--- config.mk ---
export PLATFORM = sky130hd
export DESIGN_NAME = qa_watchdog_answer_evaluator
export DESIGN_NICKNAME = d
export VERILOG_FILES = /design/src/hw/qa_eval_pkg.sv /design/src/hw/qa_watchdog_answer_evaluator.sv /design/src/hw/answer_tally.sv
export SDC_FILE = /design/constraint.sdc
export NUM_CORES = 1
export LEC_CHECK = 0
export BUFFER_PORTS_ARGS = -buffer_cell sky130_fd_sc_hd__buf_2
export CAP_MARGIN = 15
export CORE_MARGIN = 2
export CORE_UTILIZATION = 30
export CTS_BUF_LIST = sky130_fd_sc_hd__clkbuf_8 sky130_fd_sc_hd__clkbuf_16
export CTS_CLUSTER_SIZE = 25
export DETAILED_ROUTE_END_ITERATION = 7
export PLACE_DENSITY = 0.5
export SKIP_LAST_GASP = 1
export SLEW_MARGIN = 20
export SYNTH_ARGS = -nofsm -noshare
export SYNTH_HDL_FRONTEND = slang
export SYNTH_SLANG_ARGS = --single-unit
--- constraint.sdc ---
create_clock -name clock -period 1.3 [get_ports clock]
set_input_delay 0.26 -clock clock [delete_from_list [all_inputs] [get_ports clock]]
set_output_delay 0.26 -clock clock [all_outputs]
set_load 0.01 [all_outputs]
--- src/hw/qa_eval_pkg.sv ---
// constants shared by the q&a answer evaluator files
package qa_eval_pkg;
  // answers that close a watchdog cycle early
  localparam int unsigned ANSWERS_PER_CYCLE  = 4;
  // answers expected in the first response window
  localparam int unsigned FIRST_WINDOW_QUOTA = 3;
  // width of the answer tallies, wide enough for a full cycle
  localparam int unsigned TALLY_WIDTH        = 3;
  // values after reset
  localparam logic        FLAG_RESET         = 1'b0;
  localparam logic        PULSE_RESET        = 1'b0;
endpackage

--- src/hw/qa_watchdog_answer_evaluator.sv ---
// q&a watchdog multi-answer evaluator: tallies answers and decides each cycle's end
`timescale 1ns/100ps
// Summary of operation
// - four answers with under three in window one end the cycle at once
// - such an early end increments failures, repeats question, sets watchdog error
// - all values correct but misplaced: answer error stays 0, watchdog error set
// - under four answers at second window close: end, increment failures, same question
// - incorrect answer in window one, short cycle: both error flags set
// - incorrect answers in window two after short window one: watchdog error, fail
// - only incorrect answers, under four: both flags, increment, repeat at close
// - three correct then one correct: decrement failures, new question, flags keep their value
module qa_watchdog_answer_evaluator #(
  parameter int unsigned ANSWERS = qa_eval_pkg::ANSWERS_PER_CYCLE,
  parameter int unsigned QUOTA   = qa_eval_pkg::FIRST_WINDOW_QUOTA,
  parameter int unsigned WIDTH   = qa_eval_pkg::TALLY_WIDTH
) (
  input  wire logic             clock,
  input  wire logic             reset,
  input  wire logic             answer_strobe,
  input  wire logic             answer_correct,
  input  wire logic             first_response_window,
  input  wire logic             second_window_end,
  input  wire logic             flag_clear,
  output logic [WIDTH-1:0]      answer_count,
  output logic                  answer_error_flag,
  output logic                  watchdog_error_flag,
  output logic                  cycle_end,
  output logic                  fail_count_up,
  output logic                  fail_count_down,
  output logic                  new_question,
  output logic                  same_question
);
  // ****************************************************
  // elaboration checks
  // ****************************************************
  // separate checks so the message names the offending parameter
  if (ANSWERS < 2) begin : gen_answers_check
    $error("qa_watchdog_answer_evaluator: ANSWERS must be at least 2");
  end
  // the correct sequence needs at least one answer in window two
  if (QUOTA >= ANSWERS) begin : gen_quota_check
    $error("qa_watchdog_answer_evaluator: QUOTA must be below ANSWERS");
  end
  // the tally must hold the value ANSWERS itself without wrapping
  if (ANSWERS >= (1 << WIDTH)) begin : gen_width_check
    $error("qa_watchdog_answer_evaluator: WIDTH too narrow for ANSWERS");
  end

  // ****************************************************
  // decoding helpers
  // ****************************************************
  // an answer that the host got wrong in value
  function automatic logic wrong_answer(
    input logic strobe,
    input logic correct
  );
    return strobe && !correct;
  endfunction

  // any cycle end other than the one correct sequence is a failure
  function automatic logic failed_end(
    input logic ended,
    input logic good
  );
    return ended && !good;
  endfunction

  // ****************************************************
  // per-cycle tallies
  // ****************************************************
  // compare values held at tally width
  localparam logic [WIDTH-1:0] LAST_INDEX = WIDTH'(ANSWERS - 1);
  localparam logic [WIDTH-1:0] QUOTA_CNT  = WIDTH'(QUOTA);

  // per-cycle state
  logic [WIDTH-1:0] total_count;
  logic [WIDTH-1:0] first_count;
  logic             wrong_seen;

  // decision terms, all combinational
  logic             end_now;
  logic             fourth_answer;
  logic             wrong_final;
  logic             sequence_good;

  // ****************************************************
  // cycle decision
  // ****************************************************
  // fourth answer closes the cycle at once
  assign fourth_answer = answer_strobe && (total_count == LAST_INDEX);
  // the fourth answer wins over a coincident window close
  assign end_now       = fourth_answer || second_window_end;
  // a wrong value anywhere in the cycle, this answer included
  assign wrong_final   = wrong_seen || wrong_answer(answer_strobe, answer_correct);
  // only three in window one then one in window two, all correct, passes
  assign sequence_good = fourth_answer
                         && !first_response_window
                         && (first_count == QUOTA_CNT)
                         && !wrong_final;

  // ****************************************************
  // answer tallies
  // ****************************************************
  // tallies cleared
  answer_tally #(
    .WIDTH     (WIDTH)
  ) total_tally (
    .clock     (clock),
    .reset     (reset),
    .clear     (end_now),
    .increment (answer_strobe),
    .count     (total_count)
  );

  answer_tally #(
    .WIDTH     (WIDTH)
  ) first_tally (
    .clock     (clock),
    .reset     (reset),
    .clear     (end_now),
    .increment (answer_strobe && first_response_window),
    .count     (first_count)
  );

  always_ff @(posedge clock) begin
    if (reset || end_now) begin
      wrong_seen <= qa_eval_pkg::FLAG_RESET;
    end else if (wrong_answer(answer_strobe, answer_correct)) begin
      wrong_seen <= 1'b1;
    end
  end

  // ****************************************************
  // answer count output
  // ****************************************************
  // zero again at the edge that ends a cycle
  // saturation never bites: the fourth answer always ends the cycle first
  always_ff @(posedge clock) begin
    if (reset || end_now) begin
      answer_count <= '0;
    end else if (answer_strobe && (answer_count != {WIDTH{1'b1}})) begin
      answer_count <= answer_count + WIDTH'(1);
    end
  end

  // ****************************************************
  // cycle outcome pulses
  // ****************************************************
  // cycle end on fourth answer or second window close
  always_ff @(posedge clock) begin
    if (reset) begin
      cycle_end <= qa_eval_pkg::PULSE_RESET;
    end else begin
      cycle_end <= end_now;
    end
  end

  always_ff @(posedge clock) begin
    if (reset) begin
      fail_count_up <= qa_eval_pkg::PULSE_RESET;
    end else begin
      fail_count_up <= failed_end(end_now, sequence_good);
    end
  end

  always_ff @(posedge clock) begin
    if (reset) begin
      same_question <= qa_eval_pkg::PULSE_RESET;
    end else begin
      same_question <= failed_end(end_now, sequence_good);
    end
  end

  always_ff @(posedge clock) begin
    if (reset) begin
      fail_count_down <= qa_eval_pkg::PULSE_RESET;
    end else begin
      fail_count_down <= sequence_good;
    end
  end

  // correct sequence takes a new question
  always_ff @(posedge clock) begin
    if (reset) begin
      new_question <= qa_eval_pkg::PULSE_RESET;
    end else begin
      new_question <= sequence_good;
    end
  end

  // ****************************************************
  // watchdog error flag
  // ****************************************************
  // set on any failed cycle; set beats a coincident clear
  always_ff @(posedge clock) begin
    if (reset) begin
      watchdog_error_flag <= qa_eval_pkg::FLAG_RESET;
    end else if (failed_end(end_now, sequence_good)) begin
      watchdog_error_flag <= 1'b1;
    end else if (flag_clear) begin
      watchdog_error_flag <= 1'b0;
    end
  end

  // ****************************************************
  // answer error flag
  // ****************************************************
  // set only for wrong values, so misplaced answers leave it at 0
  always_ff @(posedge clock) begin
    if (reset) begin
      answer_error_flag <= qa_eval_pkg::FLAG_RESET;
    end else if (end_now && wrong_final) begin
      answer_error_flag <= 1'b1;
    end else if (flag_clear) begin
      answer_error_flag <= 1'b0;
    end
  end
endmodule

--- src/hw/answer_tally.sv ---
// saturating answer tally with clear taking priority
`timescale 1ns/100ps
module answer_tally #(
  parameter int unsigned WIDTH = qa_eval_pkg::TALLY_WIDTH
) (
  input  wire logic             clock,
  input  wire logic             reset,
  input  wire logic             clear,
  input  wire logic             increment,
  output logic [WIDTH-1:0]      count
);
  // a zero-width tally could not count at all
  if (WIDTH < 1) begin : gen_width_check
    $error("answer_tally: WIDTH must be at least 1");
  end

  // clear wins: a cycle boundary discards a coincident answer count
  always_ff @(posedge clock) begin
    if (reset || clear) begin
      count <= '0;
    end else if (increment && (count != {WIDTH{1'b1}})) begin
      count <= count + WIDTH'(1);
    end
  end
endmodule

==> results of run 1 <==
-- flip-flops by register name, indices dropped and copies added (netlist names) --
| signal | count |
|---|---|
| first_tally.count | 3 |
| new_question | 1 |
| same_question | 1 |
| answer_error_flag | 1 |
| wrong_seen | 1 |
| watchdog_error_flag | 1 |
| total_tally.count | 3 |
| cycle_end | 1 |
| answer_count | 3 |
-- per-stage QoR --
| stage | worst slack [ns] | TNS, ns | hold WS, ns | instance area (um2) |
|---|---|---|---|---|
| floorplan | 0.003952 | 0 | 0.3324 | 674.4 |
| global placement | -0.02546 | -0.06912 | 0.4342 | 823.3 |
| detailed placement | -0.04597 | -0.1698 | 0.4408 | 823.3 |
| CTS | 0.001431 | 0 | 0.2525 | 895.9 |
| global route | -0.02772 | -0.05446 | 0.2638 | 938.4 |
| finish | 0.02789 | 0 | 0.2569 | 938.4 |
-- layout by cell type, fill, tap and decap left out, drive strengths merged --
master  Yosys  final
a211oi      2      2
a21o        1      1
a21oi       3      3
and2b       2      2
and3b       1      1
and4        1      1
buf         3     25
clkbuf      0      3
dfxtp      15     15
ha          8      8
inv         3      4
mux2i       4      4
nand2       2      2
nand2b      1      1
nand3b      1      1
nor2       12     12
o31ai       1      1
or2         1      1
xnor2       2      2
xor2        1      1
-- what timing repair did --
item	4_1_cts	5_1_grt
pin swaps	1	2
gates resized for setup	8	8
endpoints found under the setup margin	6	10
setup buffers	0	1
-- power by group --
| part | leakage, nW | internal (W) | switching [W] | total [W] |
|---|---|---|---|---|
| registers | 0.124 | 0.000476 | 0.00000861 | 0.000485 |
| clock network | 0.0269 | 0.000208 | 0.000154 | 0.000362 |
| logic | 0.302 | 0.0000546 | 0.0000523 | 0.000107 |
-- per-layer routing --
layer / vias to the layer above / track usage / wire [um]
li1: 266 / - / -
met1: 223 / 0.1169 / 588
met2: 13 / 0.1732 / 509
met3: 2 / 0.05556 / 92
met4: 0 / 0.03947 / 16
met5: - / 0 / 0
-- layout make-up --
| cell class | instances | area share |
|---|---|---|
| clock inverter | 1 | 0.004000 |
| multi-input combinational | 43 | 0.4160 |
| timing repair buffer | 25 | 0.1613 |
| clock buffer | 3 | 0.04400 |
| sequential | 15 | 0.3253 |
| tap | 28 | 0.03733 |
| inverter | 3 | 0.01200 |
-- worst max-delay path: stages (launching register included) --
cell and delay (ns):
dfxtp_2 0.35, ha_4 0.14, ha_1 0.13, and2b_2 0.25, buf_4 0.14, a211oi_2 0.19
-- cells by family (layout without fill, tap and decap cells) --
family / after synthesis / in the layout / share of synthesized area
AOI/OAI and AO/OA: 7 / 7 / 0.08753
adders and majority gates: 8 / 8 / 0.1490
DFF: 15 / 15 / 0.4469
muxes: 4 / 4 / 0.05959
xor gates and xnor gates: 3 / 3 / 0.03911
buffers and inverters: 6 / 32 / 0.05586
and+or+nand+nor: 21 / 21 / 0.1620
-- how the worst max path moves through the flow --
stage | start | endpoint | slack [ns] | cells past startpoint
4_1_cts | answer_count[0]$_SDFFE_PP0P_ | answer_count[1]$_SDFFE_PP0P_ | 0.001 | 5
2_1_floorplan | answer_count[0]$_SDFFE_PP0P_ | answer_count[1]$_SDFFE_PP0P_ | 0.004 | 5
3_3_place_gp | first_tally.count[0]$_SDFFE_PP0P_ | first_tally.count[2]$_SDFFE_PP0P_ | -0.03 | 5
3_5_place_dp | first_tally.count[0]$_SDFFE_PP0P_ | first_tally.count[2]$_SDFFE_PP0P_ | -0.05 | 5
5_1_grt | total_tally.count[0]$_SDFFE_PP0P_ | total_tally.count[2]$_SDFFE_PP0P_ | -0.03 | 6
6_report | total_tally.count[0]$_SDFFE_PP0P_ | total_tally.count[2]$_SDFFE_PP0P_ | 0.03 | 5
==> summary.md, run 1 <==
The sequential element share of the synthesized area was 0.4469. In the routed design, unresolved DRC markers number 0. The number of port buffers came out at 16. For this design, the CTS-stage hold fixing added 0 buffers.

The fraction of layout instances using a drive strength above 1 came out at 0.4889. The logs give 0.3097 for the initial cell density of the core and 3 for the total CTS buffers. Slew at the pin closest to its max-slew limit: 0.1613 ns.

Yosys printed 0 warnings. The die covers 0.002634 mm2. At the worst endpoint, the arrival time is 1.43 ns. Compared with the post-synthesis result, the final layout area differs by 39.66%.

The type of the worst setup path is reg -> reg. Derived from the worst setup path, the maximum achievable clock frequency is 786.1 MHz. The antenna cell count is 0, and the total power draw is 0.0009536 W. The fraction of registers with async set or reset after synthesis works out to 0. Worst reg2reg path depth: 5. The endpoint of the lowest-slack register-to-register path was total_tally.count[2]$_SDFFE_PP0P_. In the post-synthesis netlist, the biggest area contributors are dfxtp_1, ha_1, nor2_1.

The startpoint identified for the worst register-to-register timing path is total_tally.count[0]$_SDFFE_PP0P_. The number of nets in the layout was 106. The flow ran to the end, and the final reports show no timing, DRC or antenna violations. Number of global-route vias before repair: 493. After synthesis, the most frequently instantiated cells are dfxtp_1, nor2_1, ha_1, mux2i_1, inv_1.

The portion of synthesized cell area occupied by the leading cell type came out at 0.4469. The number of inserted filler cells in the final layout was 245; the routed wire length per instance was 10.22 um. Excluding fillers, the count of instances in the completed layout stands at 118. Number of cells on the worst hold path: 2. The worst setup path is launched from a flop.

In the synthesized netlist, the number of instances is 64. The total track usage is 0.1061, and the total via count in the routed design is 504. The total area inside the core boundary comes to 0.002170 mm2. CTS saw 15 sinks. The predominant post-synthesis flop cell is dfxtp_1. The mean area per synthesized cell is 10.50 um2, and the number of antenna violations at the first check in global routing is 0. Setup slack on the worst reg-to-reg path comes out at 0.03 ns. The post-synth net total is 79, and the distinct cell type count of the synthesized netlist is 21.

The worst min-delay path category was in -> reg. Sum of net half-perimeters after detailed placement: 910.1 um. The run gives 0 as the hold violation count in the final report. The post-route fraction of the period consumed by the critical path was 0.9785.

The tool flagged a number of max-cap violations equal to 0. The peak fanout along the critical path is 4. The startpoint identified for the worst hold timing path is reset.

Worst hold path endpoint: cycle_end$_SDFF_PP0_. The later pin in the worst-skew pair is clocked with a latency of 0.24 ns. Measured along the x axis, the die boundary spans 51.33 um.

For the maximum VDD drop, the log shows 0.8461 mV. Yosys instantiated no cell more often than dfxtp_1. For the placed cell count, the log shows 113. The final period demand of the worst path was 1.272 ns. The synthesized design spends more area on one cell type than any other, namely dfxtp_1. After synthesis the netlist holds a flip-flop and latch count of 15. For the number of detailed-routing iterations run before antenna repair, the log shows 4. TritonCTS built the clock tree.

The nature of the critical path endpoint is a flop. Summed over all layers, the global routing overflow is 0. Using the TritonRoute via totals, the vias-per-cell ratio works out to 4.271.

The maximum number of pins on one net before global-route repair was 9. In this run the remaining antenna-violating nets after routing total 0. Setup repair after global routing could not meet its margin everywhere.

The power density over the cells came out at 1016 mW/mm2. The total standard cell area after synthesis is 671.9 um2. The clock root buffer is clkbuf_8.

Setup violations remaining at the end of the flow were counted as 0. The logs give 0.004485 ns for the worst clock skew and 5 for the number of violations reported at the end of detailed-routing iteration 0. During I/O placement, the number of pins put on the boundary was 17. The max-slew headroom at the worst pin was 0.8894; the area taken by multi-input logic gates was 390.4 um2. The utilization after layout is 0.4325, and the register clock-pin slew on the reported worst setup and hold paths is 0.06 ns. Summing all flip-flop and latch instances after layout gives 305.3 um2. The floorplan has 17 rows. The number of slew-limit violations in the final report is 0, and the reported leakage power is 0.4534 nW. Yosys mapped a number of flops with a built-in enable equal to 0. The routed design has 1.206 mm of wire. The clock passes through at most 2 buffers. The number of levels in the clock H-tree is 1, and the weighted congestion reported at the end of routability-driven placement is 0.7025.

For the worst setup path, the data required time is 1.46 ns. The run gives 2.014 mm as the global-route wire length before repair. Measured along the y axis, the die boundary spans 51.33 um.
No activity file was read; power rests on OpenSTA's default activity.
==> inputs of run 2 (changes only) <==
--- a/config.mk
+++ b/config.mk
@@ -12,6 +12,7 @@
 export CTS_BUF_LIST = sky130_fd_sc_hd__clkbuf_8 sky130_fd_sc_hd__clkbuf_16
 export CTS_CLUSTER_SIZE = 25
 export DETAILED_ROUTE_END_ITERATION = 7
+export MAX_ROUTING_LAYER = met4
 export PLACE_DENSITY = 0.5
 export SKIP_LAST_GASP = 1
 export SLEW_MARGIN = 20
==> run 2 against run 1 <==
Critical path depth unchanged; combinational power about the same; flip-flop and latch count unchanged; clock skew barely moved; setup slack hardly changed; hold slack gained 0.0025 ns; first-iteration DRC count did not move; die area stayed put; power about the same; core utilization unchanged; final cell count unchanged; fmax is essentially flat.
==> summary.md, run 2 (synthesis gave the netlist of run 1 again) <==
The area of the die is 0.002634 mm2 (unchanged). The number of detailed-routing iterations run before antenna repair was 4 (unchanged). The row count was 17 (unchanged); the sum of net half-perimeters after detailed placement was 910.1 um (unchanged). The register clock-pin slew on the reported worst setup and hold paths is 0.06 ns (about the same), and the number of DRC violations after detailed routing is 0 (unchanged). The final period demand of the worst path was 1.272 ns (about the same); the count of nets left with antenna violations after detail routing was 0 (unchanged).

The via count normalized by instance count is 4.271 (unchanged). The most common cell after layout, fill and taps aside was buf_2 (unchanged). The tools report the clock insertion delay at the later pin of the skew report as 0.24 ns (about the same). Setup TNS: 0 ns (unchanged). The total CTS buffers was 3 (unchanged); the worst clock skew was 0.004502 ns (was 0.004485 ns).

The number of cells on the worst hold path was 2 (unchanged). Maximum number of buffers from clock root to sink: 2 (unchanged). The number of violations reported at the end of detailed-routing iteration 0 came out at 5 (unchanged). The number of nets in the layout came out at 106 (unchanged). The vertical die dimension came out at 51.33 um (unchanged). The number of antenna violations at the first check in global routing is 0 (unchanged).

The fraction of layout instances using a drive strength above 1 was 0.4889 (unchanged). The routed wire length per instance is 10.23 um (was 10.22 um), and the worst path required time is 1.46 ns (about the same). Most used cells in the layout excluding fill and tap cells: buf_2, nor2_1, dfxtp_1 (unchanged).

The worst reg2reg path depth is 5 (unchanged), and the number of max-cap violations is 0 (unchanged). The tools report the weighted congestion reported at the end of routability-driven placement as 0.7103 (was 0.7025). Hold violation count in the final report: 0 (unchanged).

Die span in x: 51.33 um (unchanged). The flow ran to the end, and the final reports show no timing, DRC or antenna violations. The number of inserted filler cells in the final layout is 245 (unchanged). The number of setup violations in the final report was 0 (unchanged). The worst path arrival time came out at 1.43 ns (about the same). The total track usage came out at 0.1089 (was 0.1061).

For the maximum number of pins on one net before global-route repair, the log shows 9 (unchanged). The placeable core region was 0.002170 mm2 (unchanged); the layout overhead on the synthesized area was 39.66% (unchanged). The global-route wire length before repair is 2.014 mm (unchanged), and the number of levels in the clock H-tree is 1 (unchanged). The slew at the pin closest to its max-slew limit works out to 0.1613 ns (unchanged).

Setup repair after global routing could not meet its margin everywhere. The tools report the finished layout cell area as 938.4 um2 (unchanged). Total via count in the routed design: 504 (unchanged). The worst min-delay path category is in -> reg (unchanged).

The nature of the critical path endpoint was a flop (unchanged). The tools report the kind of start point of the critical path as a flop (unchanged). The post-route fraction of the period consumed by the critical path was 0.9783 (was 0.9785). TritonCTS built the clock tree. Sink count of the clock tree: 15 (unchanged). The tools report the initial cell density of the core as 0.3097 (unchanged).

The tools report the number of global-route vias before repair as 492 (was 493). The maximum VDD drop is 0.8460 mV (was 0.8461 mV), and the post-detailed-routing wire length is 1.207 mm (was 1.206 mm). The power density over the cells came out at 1016 mW/mm2 (about the same).

Max-slew headroom at the worst pin: 0.8894 (unchanged). Leading registers by flop count: answer_count x3, first_tally.count x3, total_tally.count x3 (unchanged). The post-detailed-placement cell area was 823.3 um2 (unchanged); the peak fanout along the critical path was 4 (unchanged). The run gives 0.4534 nW (unchanged) as the reported leakage power. The overflow left after global routing is 0 (unchanged). The tools report the number of ports placed on the die boundary as 17 (unchanged). The clock root buffer was clkbuf_8 (unchanged).

The type of the worst setup path is reg -> reg (unchanged). The number of port buffers is 16 (unchanged). The antenna cell count is 0 (unchanged).

The number of slew-limit violations in the final report is 0 (unchanged), and the peak clock frequency supported by timing is 786.3 MHz (was 786.1 MHz).
-- run 2: cell counts in the layout (fill, tap and decap cells not counted) --
Identical to the previous run, type by type.
-- run 2: worst paths after layout --
| kind | slack [ns] | start | endpoint |
|---|---|---|---|
| min reg2reg | 0.45 | watchdog_error_flag$_SDFFE_PP0P_ | watchdog_error_flag$_SDFFE_PP0P_ |
| max reg2reg | 0.03 | total_tally.count[0]$_SDFFE_PP0P_ | total_tally.count[2]$_SDFFE_PP0P_ |
| max | 0.03 | total_tally.count[0]$_SDFFE_PP0P_ | total_tally.count[2]$_SDFFE_PP0P_ |
| min | 0.26 | reset | cycle_end$_SDFF_PP0_ |
-- run 2: metrics by stage --
stage	instances	hold WS, ns	util	worst slack [ns]	total power (W)
2_1_floorplan	64	0.3324	-	0.003952	0.0005478
3_3_place_gp	113	0.4342	0.3795	-0.02546	0.0005896
3_5_place_dp	113	0.4408	0.3795	-0.04597	0.0005912
4_1_cts	117	0.2525	0.4129	0.001431	0.0009661
5_1_grt	118	0.2636	0.4325	-0.02772	0.001006
6_report	118	0.2594	0.4325	0.02819	0.0009536
-- run 2: critical path: stages, from the launching register on --
cell and delay, ns:
dfxtp_2 0.35, ha_4 0.14, ha_1 0.13, and2b_2 0.25, buf_4 0.14, a211oi_2 0.19
-- run 2: metal layers --
layer  global-route usage  vias up  part of all wire
met1               0.1169      223              0.49
met3              0.05556        2             0.076
met5                    -        -                 0
met2               0.1732       13              0.42
li1                     -      266                 -
met4              0.03947        0             0.013
-- run 2: report_power, final --
group | total [W] | leakage (nW) | internal (W) | switching, W
clock network | 0.000362 | 0.0269 | 0.000208 | 0.000154
registers | 0.000485 | 0.124 | 0.000476 | 0.00000865
logic | 0.000107 | 0.302 | 0.0000546 | 0.0000523
total | 0.000954 | 0.453 | 0.000739 | 0.000215
-- run 2: repair_timing --
action | in CTS | in global routing
gates resized for setup | 8 | 8
hold buffers | 0 | 0
pin swaps | 1 | 2
setup endpoints to repair | 6 | 10
buffers inserted | 0 | 1
-- run 2: cell type report --
cell class / instances / area [um2] / area share
tap: 28 / 35.03 / 0.03733
inverter: 3 / 11.26 / 0.01200
clock inverter: 1 / 3.754 / 0.004000
multi-input combinational: 43 / 390.4 / 0.4160
timing repair buffer: 25 / 151.4 / 0.1613
clock buffer: 3 / 41.29 / 0.04400
sequential: 15 / 305.3 / 0.3253
